`config.mk`:
```
export PLATFORM = sky130hd
export DESIGN_NAME = sdc_ctrl
export DESIGN_NICKNAME = d
export VERILOG_FILES = /design/src/include/sdc_pkg.sv /design/src/rtl/sdc_refresh.sv /design/src/rtl/sdc_data.sv /design/src/rtl/sdc_ctrl.sv
export VERILOG_INCLUDE_DIRS = /design/src /design/src/include
export SDC_FILE = /design/constraint.sdc
export NUM_CORES = 1
export LEC_CHECK = 0
export ABC_AREA = 0
export BUFFER_PORTS_ARGS = -buffer_cell sky130_fd_sc_hd__buf_2
export CORE_ASPECT_RATIO = 1.4
export CORE_MARGIN = 2
export CORE_UTILIZATION = 49
export DETAILED_ROUTE_END_ITERATION = 8
export GPL_ROUTABILITY_DRIVEN = 0
export PLACE_DENSITY = 0.76
export SYNTH_ARGS = -nofsm -noshare
export SYNTH_HDL_FRONTEND = slang
export SYNTH_HIERARCHICAL = 1
export SYNTH_SLANG_ARGS = --single-unit
```
`constraint.sdc`:
```
create_clock -name clk_sys -period 2.7 [get_ports clk_sys]
set_clock_uncertainty 0.05 [all_clocks]
set_input_delay 0.135 -clock clk_sys [delete_from_list [all_inputs] [get_ports clk_sys]]
set_output_delay 0.135 -clock clk_sys [all_outputs]
set_load 0.02 [all_outputs]
```
`src/include/sdc_map.svh`:
```
// Register map, field positions, reset values and cycle counts of the SDRAM controller.
// Included by every design file that decodes registers or pins and by the testbench.
`ifndef SDC_MAP_SVH
`define SDC_MAP_SVH

// Register byte offsets from the peripheral base
`define SDC_OFS_REFCTL 12'h040
`define SDC_OFS_GPIO 12'h044
`define SDC_OFS_CFG0 12'h048
`define SDC_OFS_PINS 12'h04c
`define SDC_OFS_CFG1 12'h050

// Block configuration fields
`define SDC_CFG_BASE_HI 31
`define SDC_CFG_BASE_LO 18
`define SDC_CFG_EN 15
`define SDC_CFG_WP 8
`define SDC_CFG_RST 32'h0000_0000

// Refresh control: count field and its reset value, 16 cycles per count step
`define SDC_RC_W 9
`define SDC_RC_RST 9'h040
`define SDC_REF_FILL 4'hf

// Port register fields: outputs in [4:0], directions in [12:8]
`define SDC_GPO_HI 4
`define SDC_GDIR_HI 12
`define SDC_GDIR_LO 8

// Row and column slices of the internal address
`define SDC_ROW_HI 17
`define SDC_ROW_LO 10
`define SDC_COL_HI 9
`define SDC_COL_LO 2

// Cycle counts of the access and refresh sequences
`define SDC_RCD_CYC 4'h2
`define SDC_CL_CYC 4'h2
`define SDC_SYNC_CYC 4'h2
`define SDC_WR_CYC 4'h2
`define SDC_RP_CYC 4'h2
`define SDC_RFC_CYC 4'h7

`endif

```
`src/include/sdc_pkg.sv`:
```
// Types shared by the SDRAM controller core and its refresh and data units.
// Assumes sdc_map.svh sits on the include path.
package sdc_pkg;

    // Controller sequence states, one-hot
    typedef enum logic [4:0] {
        S_IDLE = 5'h01,
        S_RCD = 5'h02,
        S_LAT = 5'h04,
        S_PRE = 5'h08,
        S_REF = 5'h10
    } sdc_state_t;

    // Core state: registers, bus phase, synchronisers, sequencer, pins
    typedef struct packed {
        logic [31:0] cfg0;
        logic [31:0] cfg1;
        logic [8:0] rc;
        logic [4:0] gpo;
        logic [4:0] gdir;
        logic ph_v;
        logic ph_w;
        logic [11:0] ph_a;
        logic [31:0] rdata;
        logic [1:0] mode_s;
        logic [4:0] gin_s1;
        logic [4:0] gin_s2;
        sdc_state_t st;
        logic [3:0] cnt;
        logic blk;
        logic we;
        logic [31:0] addr;
        logic [4:0] pin;
        logic [4:0] oe;
        logic [11:0] a;
        logic ack;
        logic miss;
    } sdc_core_t;

    // Refresh counter state
    typedef struct packed {
        logic [12:0] cnt;
        logic req;
    } sdc_ref_t;

    // Data unit state
    typedef struct packed {
        logic [31:0] s1;
        logic [31:0] s2;
        logic [31:0] dout;
        logic oe;
        logic [31:0] rdata;
    } sdc_dat_t;

endpackage

```
`src/rtl/sdc_refresh.sv`:
```
// Refresh interval counter of the SDRAM controller.
// Assumes the core acknowledges a request with a one-cycle pulse.
`timescale 1ns/1ps
`default_nettype none
`include "sdc_map.svh"

module sdc_refresh import sdc_pkg::*; (
    input wire logic clk_sys, // System clock
    input wire logic rstn, // Synchronous reset, active low
    input wire logic [8:0] refresh_count, // Interval in steps of 16 cycles
    input wire logic run, // Low in single-chip mode
    input wire logic ref_ack, // Refresh issued, one-cycle pulse
    output logic ref_req // Refresh due, held until acknowledged
);
    sdc_ref_t q, n;

    // Reload on expiry; a new expiry beats a same-cycle acknowledge
    always_comb begin
        n = q;
        if (!run || q.cnt == 13'h0) begin
            n.cnt = {refresh_count, `SDC_REF_FILL};
        end else begin
            n.cnt = q.cnt - 13'h1;
        end
        n.req = (run && q.cnt == 13'h0) || (q.req && !ref_ack);
    end

    always_ff @(posedge clk_sys) begin
        if (!rstn) begin
            q <= '0;
        end else begin
            q <= n;
        end
    end

    assign ref_req = q.req;
endmodule
`default_nettype wire

```
`src/rtl/sdc_data.sv`:
```
// Data steering between the internal bus and the external memory data pins.
// Assumes the core pulses wr_go with the write command and rd_go at the sample point.
`timescale 1ns/1ps
`default_nettype none
`include "sdc_map.svh"

module sdc_data import sdc_pkg::*; (
    input wire logic clk_sys, // System clock
    input wire logic rstn, // Synchronous reset, active low
    input wire logic wr_go, // Drive write data next cycle
    input wire logic rd_go, // Take synchronised read data
    input wire logic [31:0] wdata, // Write data from the internal bus
    input wire logic [31:0] dq_in, // Memory data pins, input side
    output logic [31:0] dq_out, // Memory data pins, output side
    output logic dq_oe, // Memory data pins driven
    output logic [31:0] rdata // Read data to the internal bus
);
    sdc_dat_t q, n;

    // Pins pass two stages before capture; output drive lines up with the command
    always_comb begin
        n = q;
        n.s1 = dq_in;
        n.s2 = q.s1;
        n.oe = wr_go;
        if (wr_go) begin
            n.dout = wdata;
        end
        if (rd_go) begin
            n.rdata = q.s2;
        end
    end

    always_ff @(posedge clk_sys) begin
        if (!rstn) begin
            q <= '0;
        end else begin
            q <= n;
        end
    end

    assign dq_out = q.dout;
    assign dq_oe = q.oe;
    assign rdata = q.rdata;
endmodule
`default_nettype wire

```
`src/rtl/sdc_ctrl.sv`:
```
// SDRAM controller core: AHB-Lite registers, hit logic, command sequencer, pin mux.
// Assumes one AHB-Lite master, memory requests held until mem_ack, and
// single_chip_mode and gpio_in arriving from pins.
`timescale 1ns/1ps
`default_nettype none
`include "sdc_map.svh"

module sdc_ctrl import sdc_pkg::*; (
    input wire logic clk_sys, // System clock
    input wire logic rstn, // Synchronous reset, active low
    input wire logic hsel, // AHB slave select
    input wire logic [31:0] haddr, // AHB address
    input wire logic [1:0] htrans, // AHB transfer type
    input wire logic hwrite, // AHB write
    input wire logic [2:0] hsize, // AHB size
    input wire logic [31:0] hwdata, // AHB write data
    input wire logic hready, // AHB ready in
    output logic hreadyout, // AHB ready out
    output logic [31:0] hrdata, // AHB read data
    output logic hresp, // AHB response, always OKAY
    input wire logic mem_req, // Memory request, held until mem_ack
    input wire logic mem_we, // Memory request is a write
    input wire logic [31:0] mem_addr, // Memory request address
    input wire logic [31:0] mem_wdata, // Memory write data
    output logic [31:0] mem_rdata, // Memory read data
    output logic mem_ack, // Request done, one-cycle pulse
    output logic mem_miss, // Request hit no block or came in port mode, with mem_ack
    input wire logic single_chip_mode, // Mode pin, high for port use
    input wire logic [4:0] gpio_in, // Port pin levels
    output logic row_strobe_n, // Row strobe or port bit 4
    output logic column_strobe_n, // Column strobe or port bit 3
    output logic mem_write_n, // Write line or port bit 2
    output logic [1:0] sel_n, // Block selects or port bits 1:0
    output logic [4:0] pin_oe, // Drive enables of those pins
    output logic [11:0] sd_addr, // Shared row and column address
    input wire logic [31:0] dq_in, // Memory data in
    output logic [31:0] dq_out, // Memory data out
    output logic dq_oe, // Memory data driven
    output logic transfer_in_progress_n // External transfer flag
);
    sdc_core_t q, n;
    logic ref_req;
    logic ref_go;
    logic go;
    logic wr_go;
    logic rd_go;
    logic [4:0] cmd;
    logic [11:0] a_n;
    logic [1:0] hit;
    logic [1:0] blk_cs;
    logic [31:0] cfg [2];

    // Hit logic: each enabled block matches its base, write-protect refuses writes
    assign cfg[0] = q.cfg0;
    assign cfg[1] = q.cfg1;
    for (genvar b = 0; b < 2; b++) begin : g_hit
        assign hit[b] = cfg[b][`SDC_CFG_EN]
            && mem_addr[`SDC_CFG_BASE_HI:`SDC_CFG_BASE_LO]
               == cfg[b][`SDC_CFG_BASE_HI:`SDC_CFG_BASE_LO]
            && !(mem_we && cfg[b][`SDC_CFG_WP]);
    end

    // Select pattern of the block being served; block 0 wins an overlap
    assign blk_cs = q.blk ? 2'b01 : 2'b10;

    // Registers, bus, sequencer and pin mux in one next-state process
    always_comb begin
        n = q;
        n.ack = 1'b0;
        n.miss = 1'b0;
        go = 1'b0;
        ref_go = 1'b0;
        wr_go = 1'b0;
        rd_go = 1'b0;
        cmd = 5'h1f;
        a_n = q.a;
        n.mode_s = {q.mode_s[0], single_chip_mode};
        n.gin_s1 = gpio_in;
        n.gin_s2 = q.gin_s1;

        // Data phase write; narrow writes are dropped
        if (q.ph_v && q.ph_w) begin
            case (q.ph_a)
                `SDC_OFS_CFG0: n.cfg0 = hwdata;
                `SDC_OFS_CFG1: n.cfg1 = hwdata;
                `SDC_OFS_REFCTL: n.rc = hwdata[`SDC_RC_W-1:0];
                `SDC_OFS_GPIO: begin
                    n.gpo = hwdata[`SDC_GPO_HI:0];
                    n.gdir = hwdata[`SDC_GDIR_HI:`SDC_GDIR_LO];
                end
                default: n.rc = n.rc;
            endcase
        end

        // Address phase; read data comes from the updated copy so that a read
        // right behind a write to the same register sees the new value
        n.ph_v = hsel && hready && htrans[1];
        n.ph_w = hwrite && hsize == 3'h2;
        n.ph_a = haddr[11:0];
        if (n.ph_v && !hwrite) begin
            case (haddr[11:0])
                `SDC_OFS_CFG0: n.rdata = n.cfg0;
                `SDC_OFS_CFG1: n.rdata = n.cfg1;
                `SDC_OFS_REFCTL: n.rdata = {23'h0, n.rc};
                `SDC_OFS_GPIO: n.rdata = {19'h0, n.gdir, 3'h0, n.gpo};
                `SDC_OFS_PINS: n.rdata = {27'h0, q.gin_s2};
                default: n.rdata = 32'h0;
            endcase
        end

        // Sequencer: refresh has priority over a waiting access
        case (q.st)
            S_IDLE: begin
                if (ref_req && !q.mode_s[1]) begin
                    ref_go = 1'b1;
                    cmd = 5'b00100;
                    n.cnt = `SDC_RFC_CYC;
                    n.st = S_REF;
                end else if (mem_req && !q.ack) begin
                    if (hit != 2'b00 && !q.mode_s[1]) begin
                        go = 1'b1;
                        n.blk = !hit[0];
                        n.we = mem_we;
                        n.addr = mem_addr;
                        cmd = {3'b011, hit[0] ? 2'b10 : 2'b01};
                        a_n = {4'h0, mem_addr[`SDC_ROW_HI:`SDC_ROW_LO]};
                        n.cnt = `SDC_RCD_CYC;
                        n.st = S_RCD;
                    end else begin
                        n.ack = 1'b1;
                        n.miss = 1'b1;
                    end
                end
            end
            S_RCD: begin
                cmd = {3'b111, blk_cs};
                if (q.cnt == 4'h1) begin
                    cmd = {2'b10, !q.we, blk_cs};
                    a_n = {4'h0, q.addr[`SDC_COL_HI:`SDC_COL_LO]};
                    wr_go = q.we;
                    n.cnt = q.we ? `SDC_WR_CYC : `SDC_CL_CYC + `SDC_SYNC_CYC + 4'h1;
                    n.st = S_LAT;
                end else begin
                    n.cnt = q.cnt - 4'h1;
                end
            end
            S_LAT: begin
                cmd = {3'b111, blk_cs};
                if (q.cnt == 4'h1) begin
                    rd_go = !q.we;
                    cmd = {3'b010, blk_cs};
                    a_n = 12'h0;
                    n.cnt = `SDC_RP_CYC;
                    n.st = S_PRE;
                end else begin
                    n.cnt = q.cnt - 4'h1;
                end
            end
            S_PRE: begin
                if (q.cnt == 4'h1) begin
                    n.ack = 1'b1;
                    n.st = S_IDLE;
                end else begin
                    n.cnt = q.cnt - 4'h1;
                end
            end
            S_REF: begin
                if (q.cnt == 4'h1) begin
                    n.st = S_IDLE;
                end else begin
                    n.cnt = q.cnt - 4'h1;
                end
            end
            default: n.st = S_IDLE;
        endcase

        // Port mode hands the pins to software; memory use drives them always
        n.pin = q.mode_s[1] ? q.gpo : cmd;
        n.oe = q.mode_s[1] ? q.gdir : 5'h1f;
        n.a = a_n;
    end

    always_ff @(posedge clk_sys) begin
        if (!rstn) begin
            q <= '0;
            q.rc <= `SDC_RC_RST;
            q.st <= S_IDLE;
            q.pin <= 5'h1f;
            q.oe <= 5'h1f;
        end else begin
            q <= n;
        end
    end

    // Refresh pacing, stopped while the pins serve as a port
    sdc_refresh u_refresh (
        .clk_sys(clk_sys),
        .rstn(rstn),
        .refresh_count(q.rc),
        .run(!q.mode_s[1]),
        .ref_ack(ref_go),
        .ref_req(ref_req)
    );

    // Data steering between the buses
    sdc_data u_data (
        .clk_sys(clk_sys),
        .rstn(rstn),
        .wr_go(wr_go),
        .rd_go(rd_go),
        .wdata(mem_wdata),
        .dq_in(dq_in),
        .dq_out(dq_out),
        .dq_oe(dq_oe),
        .rdata(mem_rdata)
    );

    // Pin and bus outputs from flops; hreadyout and hresp tied off
    assign row_strobe_n = q.pin[4];
    assign column_strobe_n = q.pin[3];
    assign mem_write_n = q.pin[2];
    assign sel_n = q.pin[1:0];
    assign pin_oe = q.oe;
    assign sd_addr = q.a;
    assign mem_ack = q.ack;
    assign mem_miss = q.miss;
    assign hreadyout = 1'b1;
    assign hresp = 1'b0;
    assign hrdata = q.rdata;
    // No non-memory transfers run through this block
    assign transfer_in_progress_n = 1'b1;
endmodule
`default_nettype wire

```
# Word-level counts from Yosys, hierarchy flattened

Cells that the tools add are included.

Flip-flop bits (word level): 351
Input port bits: 178
Output and inout port bits: 124
Logic and storage cells: 144

Add/sub/neg operators: 2
Equality and inequality tests: 27
Muxes and demuxes: 45
Bitwise operators: 4
Reduce and logical (&&, ||, !) cells: 37

Operator list:

| cell                                                 | count |
|---|---|
| one-hot mux 32 bit (5 select lines)                  | 1 |
| equality test 12 x 7 -> 1 bit, second input constant | 9 |
| 2-to-1 mux 43 bit                                    | 2 |
| 2-to-1 mux 83 bit                                    | 1 |
| 2-to-1 mux 32 bit                                    | 2 |
| 2-to-1 mux 12 bit                                    | 5 |
| 2-to-1 mux 5 bit                                     | 8 |
| one-hot mux 12 bit (3 select lines)                  | 1 |
| equality test 14 bit                                 | 2 |
| one-hot mux 5 bit (4 select lines)                   | 1 |
| 2-to-1 mux 9 bit                                     | 2 |
| logical AND 1 bit                                    | 16 |
| 2-to-1 mux 4 bit                                     | 4 |
| one-hot mux 4 bit (4 select lines)                   | 1 |
| one-hot mux 5 bit (3 select lines)                   | 1 |
| zero test 13 bit                                     | 1 |
| 2-to-1 mux 13 bit                                    | 1 |
| subtractor 13 x 1 -> 13 bit, second input constant   | 1 |
| inequality test 2 bit, second input constant         | 6 |
| 2-to-1 mux 10 bit                                    | 1 |
| 2-to-1 mux 2 bit                                     | 5 |
| zero test 1 bit                                      | 8 |
| AND reduction 4 bit                                  | 2 |
| 2-to-1 mux 1 bit                                     | 7 |
| other kinds (22)                                     | 27 |

# Logic depth before layout (Yosys ltp)

Depth after elaboration: 10
Mapped depth: 9
Depth with buffers taken out: 8

# Modules after synthesis

The synthesis kept the hierarchy.

By module, submodules not included:

| module      | times used | cells each | area an instance (µm²) | seq. area each (µm²) |
|---|---|---|---|---|
| sdc_ctrl    | 1          | 912        | 8095.3                 | 3603.5 |
| sdc_data    | 1          | 408        | 4722.0                 | 2582.5 |
| sdc_refresh | 1          | 85         | 769.5                  | 280.3 |

# Worst setup path after synthesis

No wires, ideal clock.

Path type: reg-to-reg
Start: register q[112] (netlist name)
End: register q, in the netlist hrdata[7]
Library setup time: 123 ps
Arrival: 2368 ps
Data required time: 2527 ps
Slack: 159 ps
Stages on the path, launching flop included: 8
Buffers on the path: 1
Period minus slack after synthesis: 2541 ps
Cell sequence: dfxtp_1 -> or4_4 -> or4_4 -> nor2_4 -> buf_12 -> mux2_2 -> a222oi_1 -> o21ai_1

Longest elaborated chain between the ends: 4
Elaborated cells between the ends (all ways): 8
Classes of those cells: 3 x eq/ne; 5 x mux

Ends and longest elaborated chain:

| what                                                         | RTL line        | text |
|---|---|---|
| from (decl)                                                  | sdc_ctrl.sv:41  | `sdc_core_t q, n;` |
| from (signal assigned)                                       | sdc_ctrl.sv:191 | `q <= n;` |
| equality test 12 x 7 -> 1 bit                                | sdc_ctrl.sv:83  | `case (q.ph_a)` |
| 2-to-1 mux 9 bit / 2-to-1 mux 32 bit (equally long branches) | sdc_ctrl.sv:83  |  |
| 2-to-1 mux 83 bit *                                          | sdc_ctrl.sv:82  | `if (q.ph_v && q.ph_w) begin` |
| one-hot mux 32 bit (5 select lines) *                        | sdc_ctrl.sv:101 | `case (haddr[11:0])` |

Mark *: on every way between the ends. The rest lies on a longest branch, timed or not.
A chain may end at the register's enable or synchronous reset.

# Worst setup path after layout

Start: register q[112] (netlist name)
End: register q, in the netlist hrdata[2]

Longest elaborated chain between the ends: 4
Elaborated cells between the ends (all ways): 10
Classes of those cells: 4 x eq/ne; 6 x mux

Ends and longest elaborated chain:

| what                                      | RTL line |
|---|---|
| equality test 12 x 7 -> 1 bit             | sdc_ctrl.sv:83 |
| 2-to-1 mux 10 bit (tied with other cells) | sdc_ctrl.sv:83 |
| 2-to-1 mux 83 bit *                       | sdc_ctrl.sv:82 |
| one-hot mux 32 bit (5 select lines) *     | sdc_ctrl.sv:101 |

Marked as above.

==> tab_implementation.tex <==
\begin{tabular}{lr}
\hline
Metric & Value \\
\hline
\multicolumn{2}{l}{\textbf{STA}} \\
Post-route fraction of the period consumed by the critical path & 97.1\% \\
Time the worst path needs with I/O delays and setup & 2620 ps \\
Slew Viols, Final & 0 \\
Transition time of the tightest slew-check pin & 1020 ps \\
Number of hold violations in the final report & 0 \\
Total of endpoints with negative setup slack in the final report & 0 \\
Fin Setup TNS & 0 ps \\
Final critical-path setup slack & 78.8 ps \\
Unrepaired setup endpoints after global routing & no \\
Peak clock frequency supported by timing & 381 MHz \\
Worst-case headroom to the max-slew limit & 32.1\% \\
\multicolumn{2}{l}{\textbf{Route}} \\
Detailed-route wire length per cell & 16.8 um \\
Total detailed-routing wirelength & 35.1 mm \\
Via density per instance & 5.31 \\
Number of remaining DRC errors & 0 \\
Number of vias after detailed routing & 11.1k \\
Antenna-violating nets left & 0 \\
First-iteration detailed-routing DRC count & 568 \\
Number of iterations in the first detailed-routing pass & 6 \\
\multicolumn{2}{l}{\textbf{Synth}} \\
Library cell with the largest summed area after synthesis & dfxtp\_1 \\
Synth Cell Area & 13,600 um\^{}2 \\
Fraction of synthesis flops using an asynchronous set or reset pin & 0\% \\
Average cell area after synthesis & 9.67 um\^{}2 \\
Post-synth cell types & 72 \\
\#FFs+latches synth & 323 \\
Share of the synthesized area in the top cell type & 47.6\% \\
Number of standard cells after synthesis & 1,405 \\
Number of enable-type register cells in the synthesized netlist & 0 \\
Area contributors post-synth & dfxtp\_1 48\%, mux2i\_1 6.9\%, buf\_4 6.6\% \\
Sequential fraction of the synthesis area & 47.6\% \\
Yosys warning count & 6 \\
Commonest cells post-synth & 323 x dfxtp\_1, 135 x a21oi\_1, 119 x buf\_4 \\
Primary FF master, synth & dfxtp\_1 \\
Most used standard cell by instance count after synthesis & dfxtp\_1 \\
\multicolumn{2}{l}{\textbf{Power}} \\
Cell Int Power & 8670 uW \\
Power density of the placed cells & 693 nW/um\^{}2 \\
Maximum resistive drop on vdd & 545 uV \\
Switching power as a share of total power & 26.2\% \\
Switching Power & 3080 uW \\
Power, Total & 11,700 uW \\
Seq pwr share & 44.1\% \\
Clock power share & 40.5\% \\
Static leakage & 0.00670 uW \\
Part of the total power dissipated in combinational logic & 15.5\% \\
\multicolumn{2}{l}{\textbf{Clock tree}} \\
TritonCTS clock tree & built \\
Clock latency at the later pin of the worst-skew pair & 580 ps \\
CTS H-Tree Depth & 1 \\
CTS buffer count & 31 \\
Max Root-Sink Buffers & 3 \\
Clock root buffer & clkbuf\_16 \\
Clock sink count & 323 \\
Clk pin slew, worst setup/hold paths & 70 ps \\
\multicolumn{2}{l}{\textbf{Place}} \\
Count of buffers from port buffering & 271 \\
Dpl cells & 1,888 \\
Dpl cell area & 14,400 um\^{}2 \\
Detailed placer's ending HPWL & 22.1 mm \\
Worst setup slack after placement & 27.4 ps \\
\multicolumn{2}{l}{\textbf{Critical path}} \\
Worst Path Class, Setup & register to register \\
Kind of capture point of the worst setup path & register \\
Gate family responsible for the most delay along the worst path & simple AND/OR/NAND/NOR gates \\
Critical Path Start Type & register \\
Buffering stage count on the worst path with inverters included & 2 \\
Launch point of the worst reg-to-reg path & q[112] \\
R2r worst-path depth & 8 \\
Internal reg-to-reg setup slack & 80 ps \\
Worst path required time & 3120 ps \\
Critical path arrival & 3040 ps \\
Library cell appearing most often on the critical path & or4\_4 \\
Cells along the critical path & or4\_4 -> or4\_4 -> nor2\_4 -> buf\_12 -> buf\_4 -> mux2i\_1 -> o221ai\_1 -> o221a\_2 \\
Biggest fanout along the worst timing path & 12 \\
Reg-to-reg critical path endpoint & hrdata[2] \\
Largest stage delay on the critical path & 570 ps \\
Slowest stage cell on the critical path & or4\_4 \\
\multicolumn{2}{l}{\textbf{GRT}} \\
First-pass GRT wire length & 55.0 mm \\
Initial antenna violation count & 0 \\
Maximum number of pins on one net before global-route repair & 126 \\
Overflow after GRT & 0 \\
Global-route usage over all layers & 23.2\% \\
Vias in the first global route & 11.2k \\
\multicolumn{2}{l}{\textbf{Hold path}} \\
Worst Hold Class & input pin to register \\
Worst hold stages & 3 \\
Hold path start & rstn \\
Capture endpoint of the worst hold path & q[62] \\
\multicolumn{2}{l}{\textbf{Flow run}} \\
Total of max-cap violations & 0 \\
\multicolumn{2}{l}{\textbf{Floorplan}} \\
X dimension of the die & 145 um \\
Starting density of the core & 49.4\% \\
Number of top-level pins & 302 \\
Die outline area & 29,100 um\^{}2 \\
DIE HEIGHT & 201 um \\
Floorplan row count & 72 \\
Core area & 27,500 um\^{}2 \\
\multicolumn{2}{l}{\textbf{Layout}} \\
Final standard cell count with taps included and fillers excluded & 2,085 \\
Antenna diode instance count & 0 \\
Post-layout nets & 1,873 \\
Area added between synthesis and finish & 24.8\% \\
Ratio of cells with drive above 1 in the final layout & 24.5\% \\
Area used by sequential logic in the layout & 6470 um\^{}2 \\
Multi-input gate area in the final layout & 5790 um\^{}2 \\
Final instance area & 17,000 um\^{}2 \\
Filler cell count in the final layout & 2,159 \\
\multicolumn{2}{l}{\textbf{Outcome}} \\
Status & finished clean \\
\hline
\end{tabular}
-- cell families (layout without fill, tap and decap cells) --
| group | count (synthesis) | count (layout) | share of synthesized area, % |
|---|---|---|---|
| simple gates | 418 | 418 | 17.4 |
| flops | 323 | 323 | 47.6 |
| compound gates | 302 | 302 | 13.6 |
| buf+inv | 208 | 513 | 10.2 |
| mux | 112 | 112 | 8.42 |
| xor+xnor | 36 | 36 | 2.32 |
| fa+ha+maj | 4 | 4 | 0.368 |
| other cells | 2 | 7 | 0.0553 |
-- state kept, by name, summed over array words and instances, names as in the netlist, 2 cells and up --
name           flops
pin_oe             5
u_data/rdata      32
sel_n              2
u_refresh/q       13
cfg               64
u_data/n          32
sd_addr            8
u_data/q          32
n                  6
u_data/dq_out     32
hrdata            32
q                 58
-- per-stage QoR --
step / hold WS [ps] / util, %
final: 195 / 61.7
after global placement: 245 / 52.4
after global routing: 210 / 61.7
after CTS: 131 / 61.5
after floorplan: 157 / -
after detailed placement: 242 / 52.4
-- tightest hold or removal path: stages --
cell,delay [ps]
buf_4,120
buf_4,310
nand2_1,130
-- area by class of cell --
cell class	count	share of cell area, %
multi-input combinational	879	34.1
clock buffer	41	5.15
clock inverter	16	1.54
inverter	13	0.288
sequential	323	38.1
tap	370	2.73
timing repair buffer	443	18.0
-- layout by cell type (no fill, tap or decap), types with 19 or more instances in the layout --
cell type and count:
dfxtp_1 323, buf_2 270, dlygate4sd3_1 136, a21oi_1 134
and2_1 114, mux2i_1 94, o21ai_0 82, nor2b_1 67
nor2_1 58, nand2_1 54, nand3_1 52, buf_4 32
clkbuf_16 31, xor2_1 19
-- worst max path at each step --
| stage | from | endpoint | slack [ps] | depth (start not counted) |
|---|---|---|---|---|
| 2_1_floorplan | q[112] | hrdata[7] | 160 | 7 |
| 4_1_cts | q[115] | hrdata[5] | 20 | 7 |
| 3_5_place_dp | q[112] | hrdata[5] | 30 | 7 |
| 3_3_place_gp | q[112] | hrdata[5] | 80 | 7 |
| 6_report | q[112] | hrdata[2] | 80 | 8 |
| 5_1_grt | q[112] | hrdata[7] | 1 | 7 |
-- power groups by stage --
stage                     sequential [uW]  combinational (uW)  clock [uW]
after floorplan                      5260                1160           0
after global placement               5270                1580           0
after detailed placement             5280                1610           0
after CTS                            5180                1770        4850
after global routing                 5210                1970        5030
final                                5180                1820        4750
-- metal layers --
layer  up-vias  part of all wire [%]  GRT usage [%]
met5         -                     0              0
met1      5194                    39           25.0
met3       103                   6.9           4.37
met4         0                   4.1           11.1
met2       447                    50           42.6
li1       5327                     -              -
-- what timing repair did --
item,in CTS,in global routing
endpoints found under the setup margin,0,14
resized for setup,0,6
endpoints found under the hold margin,198,0
hold buffers,136,0
buffers inserted,0,4
Power figures use the tool's default switching activity.
